## src/verilog/ftl_pkg.sv

```systemverilog
`default_nettype none
// ============================================================
// Fan thermal limit bank: shared constants and types
package ftl_pkg;
  localparam int NUM_CH = 3;

  // Register indices as printed; byte address is four times the index
  localparam logic [9:0] IDX_MIN_DUTY1   = 10'h064;
  localparam logic [9:0] IDX_MIN_DUTY2   = 10'h065;
  localparam logic [9:0] IDX_MIN_DUTY3   = 10'h066;
  localparam logic [9:0] IDX_START_R1    = 10'h067;
  localparam logic [9:0] IDX_START_LOC   = 10'h068;
  localparam logic [9:0] IDX_START_R2    = 10'h069;
  localparam logic [9:0] IDX_CRIT_R1     = 10'h06a;
  localparam logic [9:0] IDX_CRIT_LOC    = 10'h06b;
  localparam logic [9:0] IDX_CRIT_R2     = 10'h06c;
  localparam logic [9:0] IDX_HYST_R1_LOC = 10'h06d;
  localparam logic [9:0] IDX_HYST_R2     = 10'h06e;
  localparam logic [9:0] IDX_TEST_CTRL   = 10'h06f;
  localparam logic [9:0] IDX_OFFSET_R1   = 10'h070;
  localparam logic [9:0] IDX_OFFSET_LOC  = 10'h071;
  // Control, status, interrupt and duty readback registers
  localparam logic [9:0] IDX_CTRL        = 10'h080;
  localparam logic [9:0] IDX_STATUS      = 10'h081;
  localparam logic [9:0] IDX_INT_STAT    = 10'h082;
  localparam logic [9:0] IDX_INT_CLR     = 10'h083;
  localparam logic [9:0] IDX_INT_EN      = 10'h084;
  localparam logic [9:0] IDX_DUTY1       = 10'h085;

  // Reset values
  localparam logic [7:0] RST_MIN_DUTY    = 8'h80;
  localparam logic [7:0] RST_START       = 8'h5a;
  localparam logic [7:0] RST_CRIT        = 8'h64;
  localparam logic [7:0] RST_HYST_R1_LOC = 8'h44;
  localparam logic [7:0] RST_HYST_R2     = 8'h40;
  localparam logic [7:0] RST_TEST_CTRL   = 8'h00;
  localparam logic [7:0] RST_OFFSET      = 8'h00;
  localparam logic [7:0] RST_CTRL        = 8'h10;
  localparam logic [5:0] RST_INT         = 6'h00;

  // Control register fields
  localparam int CTRL_AUTO_BIT    = 0;
  localparam int CTRL_LOCK_BIT    = 1;
  localparam int CTRL_PIN_OUT_BIT = 2;
  localparam int CTRL_SPAN_LSB    = 3;
  // Hysteresis nibble positions
  localparam int HYST_R1_LSB  = 4;
  localparam int HYST_LOC_LSB = 0;
  localparam int HYST_R2_LSB  = 4;
  localparam int TEST_EN_BIT  = 0;

  // Duty and limit codes
  localparam logic [7:0] DUTY_OFF     = 8'h00;
  localparam logic [7:0] DUTY_FULL    = 8'hff;
  localparam logic [7:0] CRIT_DISABLE = 8'h80;
  localparam logic [3:0] SPAN_SHIFT   = 4'h5;   // 8 degrees at select 0

  // Readings in quarter degrees, two's complement
  typedef struct packed {
    logic [NUM_CH-1:0][9:0] reading;
  } ftl_temps_t;
  typedef struct packed {
    logic [NUM_CH-1:0][7:0] duty;
  } ftl_duty_t;
  typedef struct packed {
    logic out;
    logic oe;
  } ftl_od_t;
endpackage
`default_nettype wire

```

## src/verilog/ftl_fan_limit_bank.sv

```systemverilog
// Function
// - A minimum duty code maps linearly to output duty, 0x00 off through 0xFF full.
// - Minimum duty writes are ignored while automatic fan control is on.
// - Above its start temperature a fan runs at minimum duty and ramps over the span.
// - Any channel above its critical limit forces every fan output to full duty.
// - A critical limit of 0x80 disables the forced full duty for that channel.
// - Forced full duty holds until the temperature falls below limit minus hysteresis.
// - With the pin set as output, a reading a quarter degree over a limit pulls it low; the code pulls it low only at half a degree over.
// - A fan keeps minimum duty below start until start minus hysteresis is reached.
// - Each channel has a four-bit hysteresis covering zero to fifteen degrees.
// - Once locked, start, limit, hysteresis, test and offset registers ignore writes.
// - Bit 0 of the test register enters parity tree test mode, clearing it leaves.
// - The signed remote 1 offset is added to its reading at a quarter degree per bit.
// - The signed local offset is added to its reading at a quarter degree per bit.
//
// Added by the designer: register access over APB.
`timescale 1ns/1ps
`default_nettype none
module ftl_fan_limit_bank (
  // Clock and reset
  input  wire logic              ref_clk,
  input  wire logic              rst,
  // APB slave
  input  wire logic              psel,
  input  wire logic              penable,
  input  wire logic              pwrite,
  input  wire logic [11:0]       paddr,
  input  wire logic [31:0]       pwdata,
  output var  logic [31:0]       prdata,
  output var  logic              pready,
  output var  logic              pslverr,
  // Temperature readings
  input  wire ftl_pkg::ftl_temps_t temps,
  // Fan duty outputs
  output var  ftl_pkg::ftl_duty_t  fanDuty,
  // Open-drain overtemperature pin, active low
  input  wire logic              overtempPinNIn,
  output var  ftl_pkg::ftl_od_t    overtempPinN,
  // Test mode and interrupt
  output var  logic              testMode,
  output var  logic              irq
);

  // ============================================================
  // Bus decode
  logic [9:0]  regIdx;
  logic        wrEn;
  logic        setupPh;
  logic [7:0]  wrByte;
  logic        lockQ;
  logic        autoMode;
  logic        known;
  logic [31:0] rdData;

  assign regIdx  = paddr[11:2];
  assign setupPh = psel & ~penable;
  assign wrEn    = psel & penable & pwrite & pready & (paddr[1:0] == 2'b00); // Drop misaligned
  assign wrByte  = pwdata[7:0];

  // ============================================================
  // Configuration storage
  logic [2:0][7:0] minDutyQ;
  logic [2:0][7:0] startQ;
  logic [2:0][7:0] critLimQ;
  logic [7:0]      hystR1LocQ;
  logic [7:0]      hystR2Q;
  logic [7:0]      testCtrlQ;
  logic [7:0]      offR1Q;
  logic [7:0]      offLocQ;
  logic [7:0]      ctrlQ;
  logic [5:0]      intStatQ;
  logic [5:0]      intEnQ;
  logic [1:0]      spanSel;
  logic            pinAsOut;

  assign lockQ    = ctrlQ[ftl_pkg::CTRL_LOCK_BIT];
  assign autoMode = ctrlQ[ftl_pkg::CTRL_AUTO_BIT];
  assign pinAsOut = ctrlQ[ftl_pkg::CTRL_PIN_OUT_BIT];
  assign spanSel  = ctrlQ[ftl_pkg::CTRL_SPAN_LSB +: 2];

  // Per-channel working signals
  logic [2:0][3:0]  hyst;
  logic [2:0][7:0]  offs;
  logic [2:0][11:0] tCorr;
  logic [2:0]       runQ;
  logic [2:0]       critQ;
  logic [2:0]       overPin;
  logic [2:0][7:0]  autoDuty;
  logic [2:0]       critSet;
  logic [2:0]       runSet;
  logic             anyCrit;

  // Hysteresis nibble selection per channel
  assign hyst[0] = hystR1LocQ[ftl_pkg::HYST_R1_LSB +: 4];
  assign hyst[1] = hystR1LocQ[ftl_pkg::HYST_LOC_LSB +: 4];
  assign hyst[2] = hystR2Q[ftl_pkg::HYST_R2_LSB +: 4];
  // Offsets per channel; remote 2 offset lives outside this bank
  assign offs[0] = offR1Q;
  assign offs[1] = offLocQ;
  assign offs[2] = 8'h00;
  assign anyCrit = |critQ;

  genvar i;
  generate
    for (i = 0; i < ftl_pkg::NUM_CH; i++) begin : g_ch
      logic [11:0] startQd;
      logic [11:0] critQd;
      logic [11:0] hystQd;
      logic [11:0] delta;
      logic [11:0] spanQd;
      logic [16:0] prod;
      logic [16:0] extra;
      logic        critOff;
      logic        wrMin;
      logic        wrStart;
      logic        wrCrit;

      // Offset correction, quarter degree per bit
      assign tCorr[i] = {{2{temps.reading[i][9]}}, temps.reading[i]}
                      + {{4{offs[i][7]}}, offs[i]};
      // Whole-degree limits scaled to quarter degrees
      assign startQd = {{2{startQ[i][7]}}, startQ[i], 2'b00};
      assign critQd  = {{2{critLimQ[i][7]}}, critLimQ[i], 2'b00};
      assign hystQd  = {6'h00, hyst[i], 2'b00};
      assign critOff = critLimQ[i] == ftl_pkg::CRIT_DISABLE;
      assign critSet[i] = ~critOff & ($signed(tCorr[i]) > $signed(critQd));
      assign runSet[i]  = $signed(tCorr[i]) > $signed(startQd);
      assign overPin[i] = ~critOff
                        & ($signed(tCorr[i]) > $signed(critQd + 12'h001));

      // Ramp from minimum duty to full over the span
      assign delta  = tCorr[i] - startQd;
      assign spanQd = 12'h020 << spanSel;
      assign prod   = 17'(ftl_pkg::DUTY_FULL - minDutyQ[i]) * {8'h00, delta[8:0]};
      assign extra  = prod >> (ftl_pkg::SPAN_SHIFT + {2'b00, spanSel});
      assign autoDuty[i] = ~runQ[i] ? ftl_pkg::DUTY_OFF
                         : ($signed(delta) <= $signed(12'h000)) ? minDutyQ[i]
                         : (delta >= spanQd) ? ftl_pkg::DUTY_FULL
                         : minDutyQ[i] + extra[7:0];

      assign wrMin   = wrEn & (regIdx == 10'(ftl_pkg::IDX_MIN_DUTY1 + i));
      assign wrStart = wrEn & (regIdx == 10'(ftl_pkg::IDX_START_R1 + i));
      assign wrCrit  = wrEn & (regIdx == 10'(ftl_pkg::IDX_CRIT_R1 + i));

      // Limit registers
      always_ff @(posedge ref_clk) begin
        if (rst) begin
          minDutyQ[i] <= ftl_pkg::RST_MIN_DUTY;
          startQ[i]   <= ftl_pkg::RST_START;
          critLimQ[i] <= ftl_pkg::RST_CRIT;
        end else begin
          if (wrMin && !autoMode) minDutyQ[i] <= wrByte;
          if (wrStart && !lockQ) startQ[i] <= wrByte;
          if (wrCrit && !lockQ) critLimQ[i] <= wrByte;
        end
      end

      // Start hysteresis and critical hold state
      always_ff @(posedge ref_clk) begin
        if (rst) begin
          runQ[i]  <= 1'b0;
          critQ[i] <= 1'b0;
        end else begin
          if (runSet[i]) runQ[i] <= 1'b1;
          else if ($signed(tCorr[i]) <= $signed(startQd - hystQd))
            runQ[i] <= 1'b0;
          if (critSet[i]) critQ[i] <= 1'b1;
          else if (critOff || $signed(tCorr[i]) < $signed(critQd - hystQd))
            critQ[i] <= 1'b0;
        end
      end

      // Fan output: forced, automatic or direct minimum duty
      always_ff @(posedge ref_clk) begin
        if (rst) fanDuty.duty[i] <= ftl_pkg::DUTY_OFF;
        else if (anyCrit) fanDuty.duty[i] <= ftl_pkg::DUTY_FULL;
        else if (autoMode) fanDuty.duty[i] <= autoDuty[i];
        else fanDuty.duty[i] <= minDutyQ[i];
      end

    end
  endgenerate

  // ============================================================
  // Shared registers and interrupt status
  logic       wrHyst1;
  logic       wrHyst2;
  logic       wrTest;
  logic       wrOffR1;
  logic       wrOffLoc;
  logic       wrCtrl;
  logic       wrIntClr;
  logic       wrIntEn;
  logic [5:0] intEvent;
  logic [5:0] intClr;

  assign wrHyst1  = wrEn & (regIdx == ftl_pkg::IDX_HYST_R1_LOC) & ~lockQ;
  assign wrHyst2  = wrEn & (regIdx == ftl_pkg::IDX_HYST_R2) & ~lockQ;
  assign wrTest   = wrEn & (regIdx == ftl_pkg::IDX_TEST_CTRL) & ~lockQ;
  assign wrOffR1  = wrEn & (regIdx == ftl_pkg::IDX_OFFSET_R1) & ~lockQ;
  assign wrOffLoc = wrEn & (regIdx == ftl_pkg::IDX_OFFSET_LOC) & ~lockQ;
  assign wrCtrl   = wrEn & (regIdx == ftl_pkg::IDX_CTRL);
  assign wrIntClr = wrEn & (regIdx == ftl_pkg::IDX_INT_CLR);
  assign wrIntEn  = wrEn & (regIdx == ftl_pkg::IDX_INT_EN);
  // Events: entry into critical hold, fan start
  assign intEvent = {runSet & ~runQ, critSet & ~critQ};
  assign intClr   = wrIntClr ? wrByte[5:0] : 6'h00;

  // Shared configuration registers
  always_ff @(posedge ref_clk) begin
    if (rst) begin
      hystR1LocQ <= ftl_pkg::RST_HYST_R1_LOC;
      hystR2Q    <= ftl_pkg::RST_HYST_R2;
      testCtrlQ  <= ftl_pkg::RST_TEST_CTRL;
      offR1Q     <= ftl_pkg::RST_OFFSET;
      offLocQ    <= ftl_pkg::RST_OFFSET;
    end else begin
      if (wrHyst1) hystR1LocQ <= wrByte;
      if (wrHyst2) hystR2Q <= wrByte;
      if (wrTest) testCtrlQ <= {7'h00, wrByte[ftl_pkg::TEST_EN_BIT]};
      if (wrOffR1) offR1Q <= wrByte;
      if (wrOffLoc) offLocQ <= wrByte;
    end
  end

  // Control register; lock is set-only until reset
  always_ff @(posedge ref_clk) begin
    if (rst) ctrlQ <= ftl_pkg::RST_CTRL;
    else if (wrCtrl) begin
      ctrlQ <= wrByte;
      ctrlQ[ftl_pkg::CTRL_LOCK_BIT] <= lockQ | wrByte[ftl_pkg::CTRL_LOCK_BIT];
    end
  end

  // Sticky status, enable mask and interrupt line; set wins over clear
  always_ff @(posedge ref_clk) begin
    if (rst) begin
      intStatQ <= ftl_pkg::RST_INT;
      intEnQ   <= ftl_pkg::RST_INT;
      irq      <= 1'b0;
    end else begin
      intStatQ <= (intStatQ & ~intClr) | intEvent;
      if (wrIntEn) intEnQ <= wrByte[5:0];
      irq <= |(intStatQ & intEnQ);
    end
  end

  // ============================================================
  // Overtemperature pin and test mode outputs
  always_ff @(posedge ref_clk) begin
    if (rst) begin
      overtempPinN <= '0;
      testMode     <= 1'b0;
    end else begin
      overtempPinN.out <= 1'b0;
      overtempPinN.oe  <= pinAsOut & (|overPin);
      testMode         <= testCtrlQ[ftl_pkg::TEST_EN_BIT];
    end
  end

  // ============================================================
  // Read mux
  always_comb begin
    known  = paddr[1:0] == 2'b00;
    rdData = 32'h0000_0000;
    case (regIdx)
      ftl_pkg::IDX_MIN_DUTY1:   rdData[7:0] = minDutyQ[0];
      ftl_pkg::IDX_MIN_DUTY2:   rdData[7:0] = minDutyQ[1];
      ftl_pkg::IDX_MIN_DUTY3:   rdData[7:0] = minDutyQ[2];
      ftl_pkg::IDX_START_R1:    rdData[7:0] = startQ[0];
      ftl_pkg::IDX_START_LOC:   rdData[7:0] = startQ[1];
      ftl_pkg::IDX_START_R2:    rdData[7:0] = startQ[2];
      ftl_pkg::IDX_CRIT_R1:     rdData[7:0] = critLimQ[0];
      ftl_pkg::IDX_CRIT_LOC:    rdData[7:0] = critLimQ[1];
      ftl_pkg::IDX_CRIT_R2:     rdData[7:0] = critLimQ[2];
      ftl_pkg::IDX_HYST_R1_LOC: rdData[7:0] = hystR1LocQ;
      ftl_pkg::IDX_HYST_R2:     rdData[7:0] = hystR2Q;
      ftl_pkg::IDX_TEST_CTRL:   rdData[7:0] = testCtrlQ;
      ftl_pkg::IDX_OFFSET_R1:   rdData[7:0] = offR1Q;
      ftl_pkg::IDX_OFFSET_LOC:  rdData[7:0] = offLocQ;
      ftl_pkg::IDX_CTRL:        rdData[7:0] = ctrlQ;
      ftl_pkg::IDX_STATUS:      rdData[7:0] = {overtempPinNIn, |overPin, critQ, runQ};
      ftl_pkg::IDX_INT_STAT:    rdData[5:0] = intStatQ;
      ftl_pkg::IDX_INT_CLR:     rdData[7:0] = 8'h00;
      ftl_pkg::IDX_INT_EN:      rdData[5:0] = intEnQ;
      10'(ftl_pkg::IDX_DUTY1 + 0): rdData[7:0] = fanDuty.duty[0];
      10'(ftl_pkg::IDX_DUTY1 + 1): rdData[7:0] = fanDuty.duty[1];
      10'(ftl_pkg::IDX_DUTY1 + 2): rdData[7:0] = fanDuty.duty[2];
      default:                  known = 1'b0;
    endcase
  end

  // No wait states: answer registered at the setup edge
  always_ff @(posedge ref_clk) begin
    if (rst) begin
      pready  <= 1'b0;
      pslverr <= 1'b0;
      prdata  <= 32'h0000_0000;
    end else begin
      pready  <= setupPh;
      pslverr <= setupPh & ~known;
      prdata  <= (setupPh && !pwrite && known) ? rdData : 32'h0000_0000;
    end
  end
endmodule // ftl_fan_limit_bank
`default_nettype wire

```

## config.mk

```make
export PLATFORM = sky130hd
export DESIGN_NAME = ftl_fan_limit_bank
export DESIGN_NICKNAME = d
export VERILOG_FILES = /design/src/verilog/ftl_pkg.sv /design/src/verilog/ftl_fan_limit_bank.sv
export SDC_FILE = /design/constraint.sdc
export NUM_CORES = 1
export LEC_CHECK = 0
export ABC_AREA = 0
export CORE_ASPECT_RATIO = 0.8
export CORE_MARGIN = 5
export CORE_UTILIZATION = 59
export DETAILED_ROUTE_END_ITERATION = 12
export DONT_BUFFER_PORTS = 1
export GPL_TIMING_DRIVEN = 0
export HOLD_SLACK_MARGIN = 0.12
export PLACE_DENSITY = 0.83
export SLEW_MARGIN = 20
export SYNTH_ARGS = -nofsm -noshare
export SYNTH_HDL_FRONTEND = slang
export SYNTH_SLANG_ARGS = --single-unit
export TNS_END_PERCENT = 10
```

## constraint.sdc

```tcl
create_clock -name ref_clk -period 12.4 [get_ports ref_clk]
set_clock_uncertainty 0.15 [all_clocks]
set_input_delay 2.48 -clock ref_clk [delete_from_list [all_inputs] [get_ports ref_clk]]
set_output_delay 2.48 -clock ref_clk [all_outputs]
set_load 0.02 [all_outputs]
```

Yosys cells after proc, flatten, opt, wreduce, memory -nomap -nowiden. Cells that the tools add are included.

Register bits: 193. Bits of input ports: 80. Output and inout port bits: 62. Word-level logic and storage cells: 219.

Add/sub/neg operators: 21. $mul: 3. $lt $le $gt $ge: 21. Equality and inequality tests: 25. Shift-type cells: 4. Multiplexer cells: 31. Bitwise logic cells: 51. Reductions and logical operators: 29.

Operator list (number): $eq 10x7->1 const B (14); $pmux 6 s21 (1); $mux 8 (15); $eq 10x8->1 const B (8); $sub 10x7->11 (6); $mul 9x10->17 (3); $shr 17x4->8 (3); $gt 11x10->1 (4); $ge 12x12->1 (3); $pmux 2 s18 (1); $and 1x1->1 (35); $add 10x2->11 const B (3); $sub 8x8->9 const A (3); $add 8x8->8 (3); $eq 8x8->1 const B (3); $le 12x1->1 const B (2); $sub 11x10->12 (2); $add 10x8->11 (2); $gt 11x11->1 (2); $le 11x11->1 (2); $lt 11x11->1 (2); $reduce_or 22->1 (1); $gt 10x10->1 (2); $mux 1 (13); other kinds (23) (52).

Logic depth before layout (Yosys ltp).
Word-level depth: 10. Gate-level depth with buffers: 40. Depth with buffers taken out: 40.

Worst setup path before layout. No wires, ideal clock.

Path kind: input port to flip-flop. From: input temps[0] in the netlist's numbering. To: register fanDuty[7] in the netlist's numbering. Library setup time: 134 ps. Arrival: 10657 ps. Required time: 12116 ps. Slack: 1459 ps. Stages: 39. Buffers on the path: 0. Path through: ha_1 -> fa_1 -> a21oi_1 -> nor2_1 -> nor2_1 -> o21bai_1 -> a21oi_1 -> o21bai_1 -> a21oi_1 -> xnor2_1 -> ha_1 -> or3b_2 -> o311ai_0 -> a211oi_2 -> or2_2 -> fa_1 -> inv_1 -> fa_1 -> [3 not listed] -> inv_1 -> ha_1 -> or4_1 -> a21oi_1 -> nor2_1 -> xor2_1 -> mux2i_1 -> o21ai_0 -> ha_1 -> a21o_1 -> a21o_1 -> a211oi_1 -> o21bai_1 -> a21oi_1 -> xnor2_1 -> a21boi_1 -> mux2i_1 -> o211ai_1.

Longest elaborated chain between the ends: 10. Elaborated cells on any way between the ends: 12.

Ends and longest elaborated chain: start: declaration (RTL line ftl_fan_limit_bank.sv:33) `input wire ftl_pkg::ftl_temps_t temps,`; $add 10x8->11 * (RTL line ftl_fan_limit_bank.sv:120) `+ {{4{offs[i][7]}}, offs[i]};`; $sub 11x10->12 * (RTL line ftl_fan_limit_bank.sv:132) `assign delta = tCorr[i] - startQd;`; $mul 9x10->17 (RTL line ftl_fan_limit_bank.sv:134) `assign prod = 17'(ftl_pkg::DUTY_FULL - minDutyQ[i]) * {8'h00, delta[8:0]};`; $shr 17x4->8 (RTL line ftl_fan_limit_bank.sv:135) `assign extra = prod >> (ftl_pkg::SPAN_SHIFT + {2'b00, spanSel});`; $add 8x8->8 (RTL line ftl_fan_limit_bank.sv:139) `: minDutyQ[i] + extra[7:0];`; $mux 8 (RTL line ftl_fan_limit_bank.sv:138) `: (delta >= spanQd) ? ftl_pkg::DUTY_FULL`; $mux 8 * (RTL line ftl_fan_limit_bank.sv:137) `: ($signed(delta) <= $signed(12'h000)) ? minDutyQ[i]`; $mux 8 * (RTL line ftl_fan_limit_bank.sv:136) `assign autoDuty[i] = ~runQ[i] ? ftl_pkg::DUTY_OFF`; $mux 8 * (RTL line ftl_fan_limit_bank.sv:177) `else if (autoMode) fanDuty.duty[i] <= autoDuty[i];`; $mux 8 * (RTL line ftl_fan_limit_bank.sv:176) `else if (anyCrit) fanDuty.duty[i] <= ftl_pkg::DUTY_FULL;`; end: declaration (RTL line ftl_fan_limit_bank.sv:35) `output var ftl_pkg::ftl_duty_t fanDuty,`.

Every way passes the cells marked *; elsewhere a longest branch is shown, timed or not. A chain may end at the register's enable or synchronous reset.

Final worst setup path. Ends and elaborated chain as after synthesis.

==> impl.org <==
** Status
- The run finished with clean final reports.

** Power and ir drop
- Net switching is ~50% of the power.
- Of the total power, combinational logic draws 75.3%.
- The completed layout was analyzed and its total power is 4.45 mW.
- In this run, flip-flops and latches consume 13.2% of the power.
- Power per cell area :: 195 mW/mm2
- Static leakage :: between 10 and 15 nW
- Internal :: about 2.2 mW
- VDD IR-drop max :: 0.343 mV
- Power share of the clock group :: 11.5%
- In this run the power spent charging and discharging nets is 2.22 mW.

** Global route
- In the global route stage, overall resource usage came out at a little over a third.
- Initial antenna violation count :: 2
- The first global-routing pass estimated ~120000 um of wire.
- Global routing finished with a remaining overflow of 0.
- The via count of the first global-routing pass came to approximately 20000.
- Maximum number of pins on one net before global-route repair :: 17

** Floorplan
- The floorplan step set the die height to around 180 um.
- Die area :: 0.0405 mm2
- Placeable core region :: 0.0360 mm2
- Row generation in the floorplan step produced a little over 60 rows.
- The initial utilization of the core area, before any placement, comes to roughly three fifths.
- Num ports :: about 140
- The floorplan step set the die width to about 220 um.

** Yosys
- Area leader, netlist :: sky130_fd_sc_hd__ha_1
- Leading cell type by number of instances after synthesis :: sky130_fd_sc_hd__inv_1
- Number of instances in the synthesized netlist :: about 2700
- Most instantiated cells after synthesis :: sky130_fd_sc_hd__inv_1, sky130_fd_sc_hd__ha_1, sky130_fd_sc_hd__nor2_1
- The Yosys step of the flow raised 0 warnings.
- Number of library cell types mapped by synthesis :: 100
- The share of synthesized area in the top cell type comes to 16.9%.
- Dominant register cell in the synthesized netlist :: sky130_fd_sc_hd__dfxtp_1
- Ranking of synthesized cells by area :: sky130_fd_sc_hd__ha_1, sky130_fd_sc_hd__dfxtp_1, sky130_fd_sc_hd__fa_1
- For this run, asynchronously set or reset flops after synthesis account for 0%.
- Of the synthesized area, sequential elements account for 15.6%.
- After synthesis the netlist holds a flip-flop and latch count of approximately 170.
- Number of flops mapped to enable cells by yosys :: 0
- A synthesized cell averages 7.90 um2.
- Netlist area before placement :: between 0.02 and 0.025 mm2

** Critical path
- Largest stage delay on the critical path :: between 0.7 and 0.8 ns
- For the worst setup path, the data required time is roughly 13 ns.
- Worst setup path class :: input port to flop
- Startpoint of the most critical register-to-register path :: offR1Q[0]
- Worst-path maximum fanout :: 10
- The worst register-to-register path ends at fanDuty[7].
- For flop-to-flop paths, the worst setup slack is ~2.3 ns.
- The worst setup path is captured at a flop.
- STA classifies the critical path startpoint as an input port.
- Cell with the largest stage delay on the worst path :: sky130_fd_sc_hd__a211oi_2
- Data arrives at the worst endpoint at about 12 ns.
- Counting cells, the worst reg-to-reg path comes to 39.

** CTS
- H-tree lvl count :: 4
- Total clock sinks :: ~170
- Cts repair resizes :: 0
- CTS placed an instance of sky130_fd_sc_hd__clkbuf_16 at the clock tree root.
- Later-pin clock latency in the skew report :: 0.44 ns
- Number of buffers created by CTS :: 17
- Setup fix buffers added after clock tree synthesis :: 0
- CTS max path bufs :: 2
- After clock tree synthesis, the clock-pin slew on the worst setup and hold paths is ~0.07 ns.
- Number of hold buffers added after CTS :: 0
- TritonCTS built the clock tree.

** Layout
- Compared with the post-synthesis result, the final layout area differs by 5.65%.
- Cells with a size suffix above 1 make up around 5.2% of the layout.
- After the last flow step, the layout net total stands at between 3000 and 4000.

** Timing
- Max Slew Vio Count :: 0
- The final-report hold violation count is 0.
- Setup repair after global routing left no endpoint under its margin.
- Timing-limited maximum frequency :: approximately 85 MHz
- For the final routed database, the setup TNS stands at 0 ns.
- Total setup violations reported at the end of the flow :: 0
- Slew Limit Headroom :: between 10% and 20%
- Minimum period implied by the final worst setup slack :: 11.77 ns
- Dividing the final minimum period by the clock period gives between 90 and 100%.
- At the pin with the least slew margin, the transition time is 1.23 ns.

** Route
- Initial detailed-routing violation count :: roughly 2700
- After detailed routing, the average wire length per cell comes to between 20 and 25 um.
- Router iterations before antenna repair :: 8
- Remaining DRCs :: 0
- Number of vias after detailed routing :: ~21000
- Count of antenna-violating nets left after detailed routing :: 0
- The final layout contains routed wiring with a total length of 74700 um.
- Average via count per standard cell :: ~6.4

** Worst hold path
- Worst min path class :: flop to flop
- Hold Path Depth :: 2
- The worst hold path terminates at hystR2Q[7].
- The worst hold path begins at hystR2Q[7].

** Placement
- Routability-driven placement finished with a final weighted congestion of around 1.1.
- Buffers placed on the I/O ports in this run total 0.
- Detailed placement finished with a half-perimeter wire length of 60900 um.

** Job
- Across the run, the number of max-cap violations was 0.
[registers in the layout, summed over array words and instances (netlist names), 3 cells and up]
| name | cells |
|---|---|
| critLimQ | 24 |
| fanDuty | 24 |
| g_ch.startQd | 24 |
| minDutyQ | 24 |
| ctrlQ | 8 |
| hystR1LocQ | 8 |
| hystR2Q | 8 |
| offLocQ | 8 |
| offR1Q | 8 |
| prdata | 8 |
| intEnQ | 6 |
| intStatQ | 6 |
| critQ | 3 |
| runQ | 3 |
[cells by family (layout without fill, tap and decap cells)]
kind of cell,after synthesis,in the layout,share of synthesized area (%)
xor gates and xnor gates,115,115,4.79
muxes,50,50,2.53
buffers and inverters,492,523,9.09
and+or+nand+nor,871,871,19.6
adders and majority gates,431,431,29.9
AOI/OAI and AO/OA,605,605,18.5
DFF,168,168,15.6
other,1,27,0.0174
[worst max-delay path, delay by kind of cell]
kind                       cells  cell delay [ns]
AOI/OAI and AO/OA             16             3.49
xor gates and xnor gates       3             0.63
and+or+nand+nor                6             1.33
muxes                          2             0.26
buffers and inverters          3             0.22
adders and majority gates      9             3.51
[routing by layer]
metal	vias to the layer above	track usage (%)	part of all wire, %
li1	9374	-	-
met1	10068	49.2	40
met2	1218	54.8	43
met3	262	8.94	12
met4	4	15.1	5.2
met5	-	0	0.028
[how the worst max path moves through the flow]
stage          slack (ns)          to  cells after the start  startpoint
6_report             0.63  fanDuty[7]                     39    temps[0]
5_1_grt              0.12  fanDuty[7]                     39    temps[0]
4_1_cts              0.77  fanDuty[7]                     39    temps[0]
3_5_place_dp         0.37  fanDuty[7]                     39    temps[0]
3_3_place_gp         0.56  fanDuty[7]                     39    temps[0]
2_1_floorplan        1.46  fanDuty[7]                     39    temps[0]
[power groups by stage]
stage               combinational (mW)  clock (mW)  sequential (mW)
floorplan                         2.55           0            0.583
global placement                  3.15           0            0.598
detailed placement                3.27           0            0.598
CTS                               3.30       0.503            0.586
global route                      3.72       0.525            0.588
finish                            3.35       0.510            0.588
[placed cells by master, fill, tap and decap left out, types with 22 or more instances in the layout]
| cell | netlist | final |
|---|---|---|
| sky130_fd_sc_hd__inv_1 | 346 | 346 |
| sky130_fd_sc_hd__ha_1 | 291 | 291 |
| sky130_fd_sc_hd__nor2_1 | 262 | 262 |
| sky130_fd_sc_hd__nand2_1 | 242 | 242 |
| sky130_fd_sc_hd__a21oi_1 | 206 | 206 |
| sky130_fd_sc_hd__dfxtp_1 | 168 | 168 |
| sky130_fd_sc_hd__fa_1 | 140 | 140 |
| sky130_fd_sc_hd__clkbuf_1 | 105 | 111 |
| sky130_fd_sc_hd__xnor2_1 | 89 | 89 |
| sky130_fd_sc_hd__o21ai_0 | 77 | 77 |
| sky130_fd_sc_hd__nand2b_1 | 59 | 59 |
| sky130_fd_sc_hd__a21o_1 | 57 | 57 |
| sky130_fd_sc_hd__nand3_1 | 56 | 56 |
| sky130_fd_sc_hd__nor2b_1 | 54 | 54 |
| sky130_fd_sc_hd__or2_2 | 45 | 45 |
| sky130_fd_sc_hd__mux2i_1 | 40 | 40 |
| sky130_fd_sc_hd__o211ai_1 | 31 | 31 |
| sky130_fd_sc_hd__o21a_1 | 29 | 29 |
| sky130_fd_sc_hd__nand4_1 | 25 | 25 |
| sky130_fd_sc_hd__buf_4 | 25 | 25 |
| sky130_fd_sc_hd__conb_1 | 1 | 25 |
| sky130_fd_sc_hd__xor2_1 | 24 | 24 |
| sky130_fd_sc_hd__a22oi_1 | 23 | 23 |
| sky130_fd_sc_hd__nor3_1 | 22 | 22 |
| sky130_fd_sc_hd__a31oi_1 | 22 | 22 |
[stage by stage]
| step | util [%] | hold slack [ns] | cell area (um2) | instances | setup slack [ns] |
|---|---|---|---|---|---|
| after CTS | 63.3 | 0.310 | 22800 | 3268 | 0.772 |
| after global placement | 61.9 | 0.293 | 22300 | 3237 | 0.555 |
| after detailed placement | 61.9 | 0.300 | 22300 | 3237 | 0.369 |
| final | 63.3 | 0.311 | 22800 | 3270 | 0.634 |
| after global routing | 63.3 | 0.332 | 22800 | 3268 | 0.122 |
| after floorplan | - | 0.284 | 21700 | 2757 | 1.46 |
[cell type report]
| cell class | count | area, um2 |
|---|---|---|
| sequential | 168 | 3360 |
| inverter | 349 | 1310 |
| tap | 480 | 601 |
| buffer | 143 | 652 |
| clock inverter | 8 | 76.3 |
| multi-input combinational | 2097 | 16300 |
| fill | 3142 | 13200 |
| antenna | 2 | 5.00 |
| clock buffer | 23 | 448 |
No activity file was read; power rests on OpenSTA's default activity.
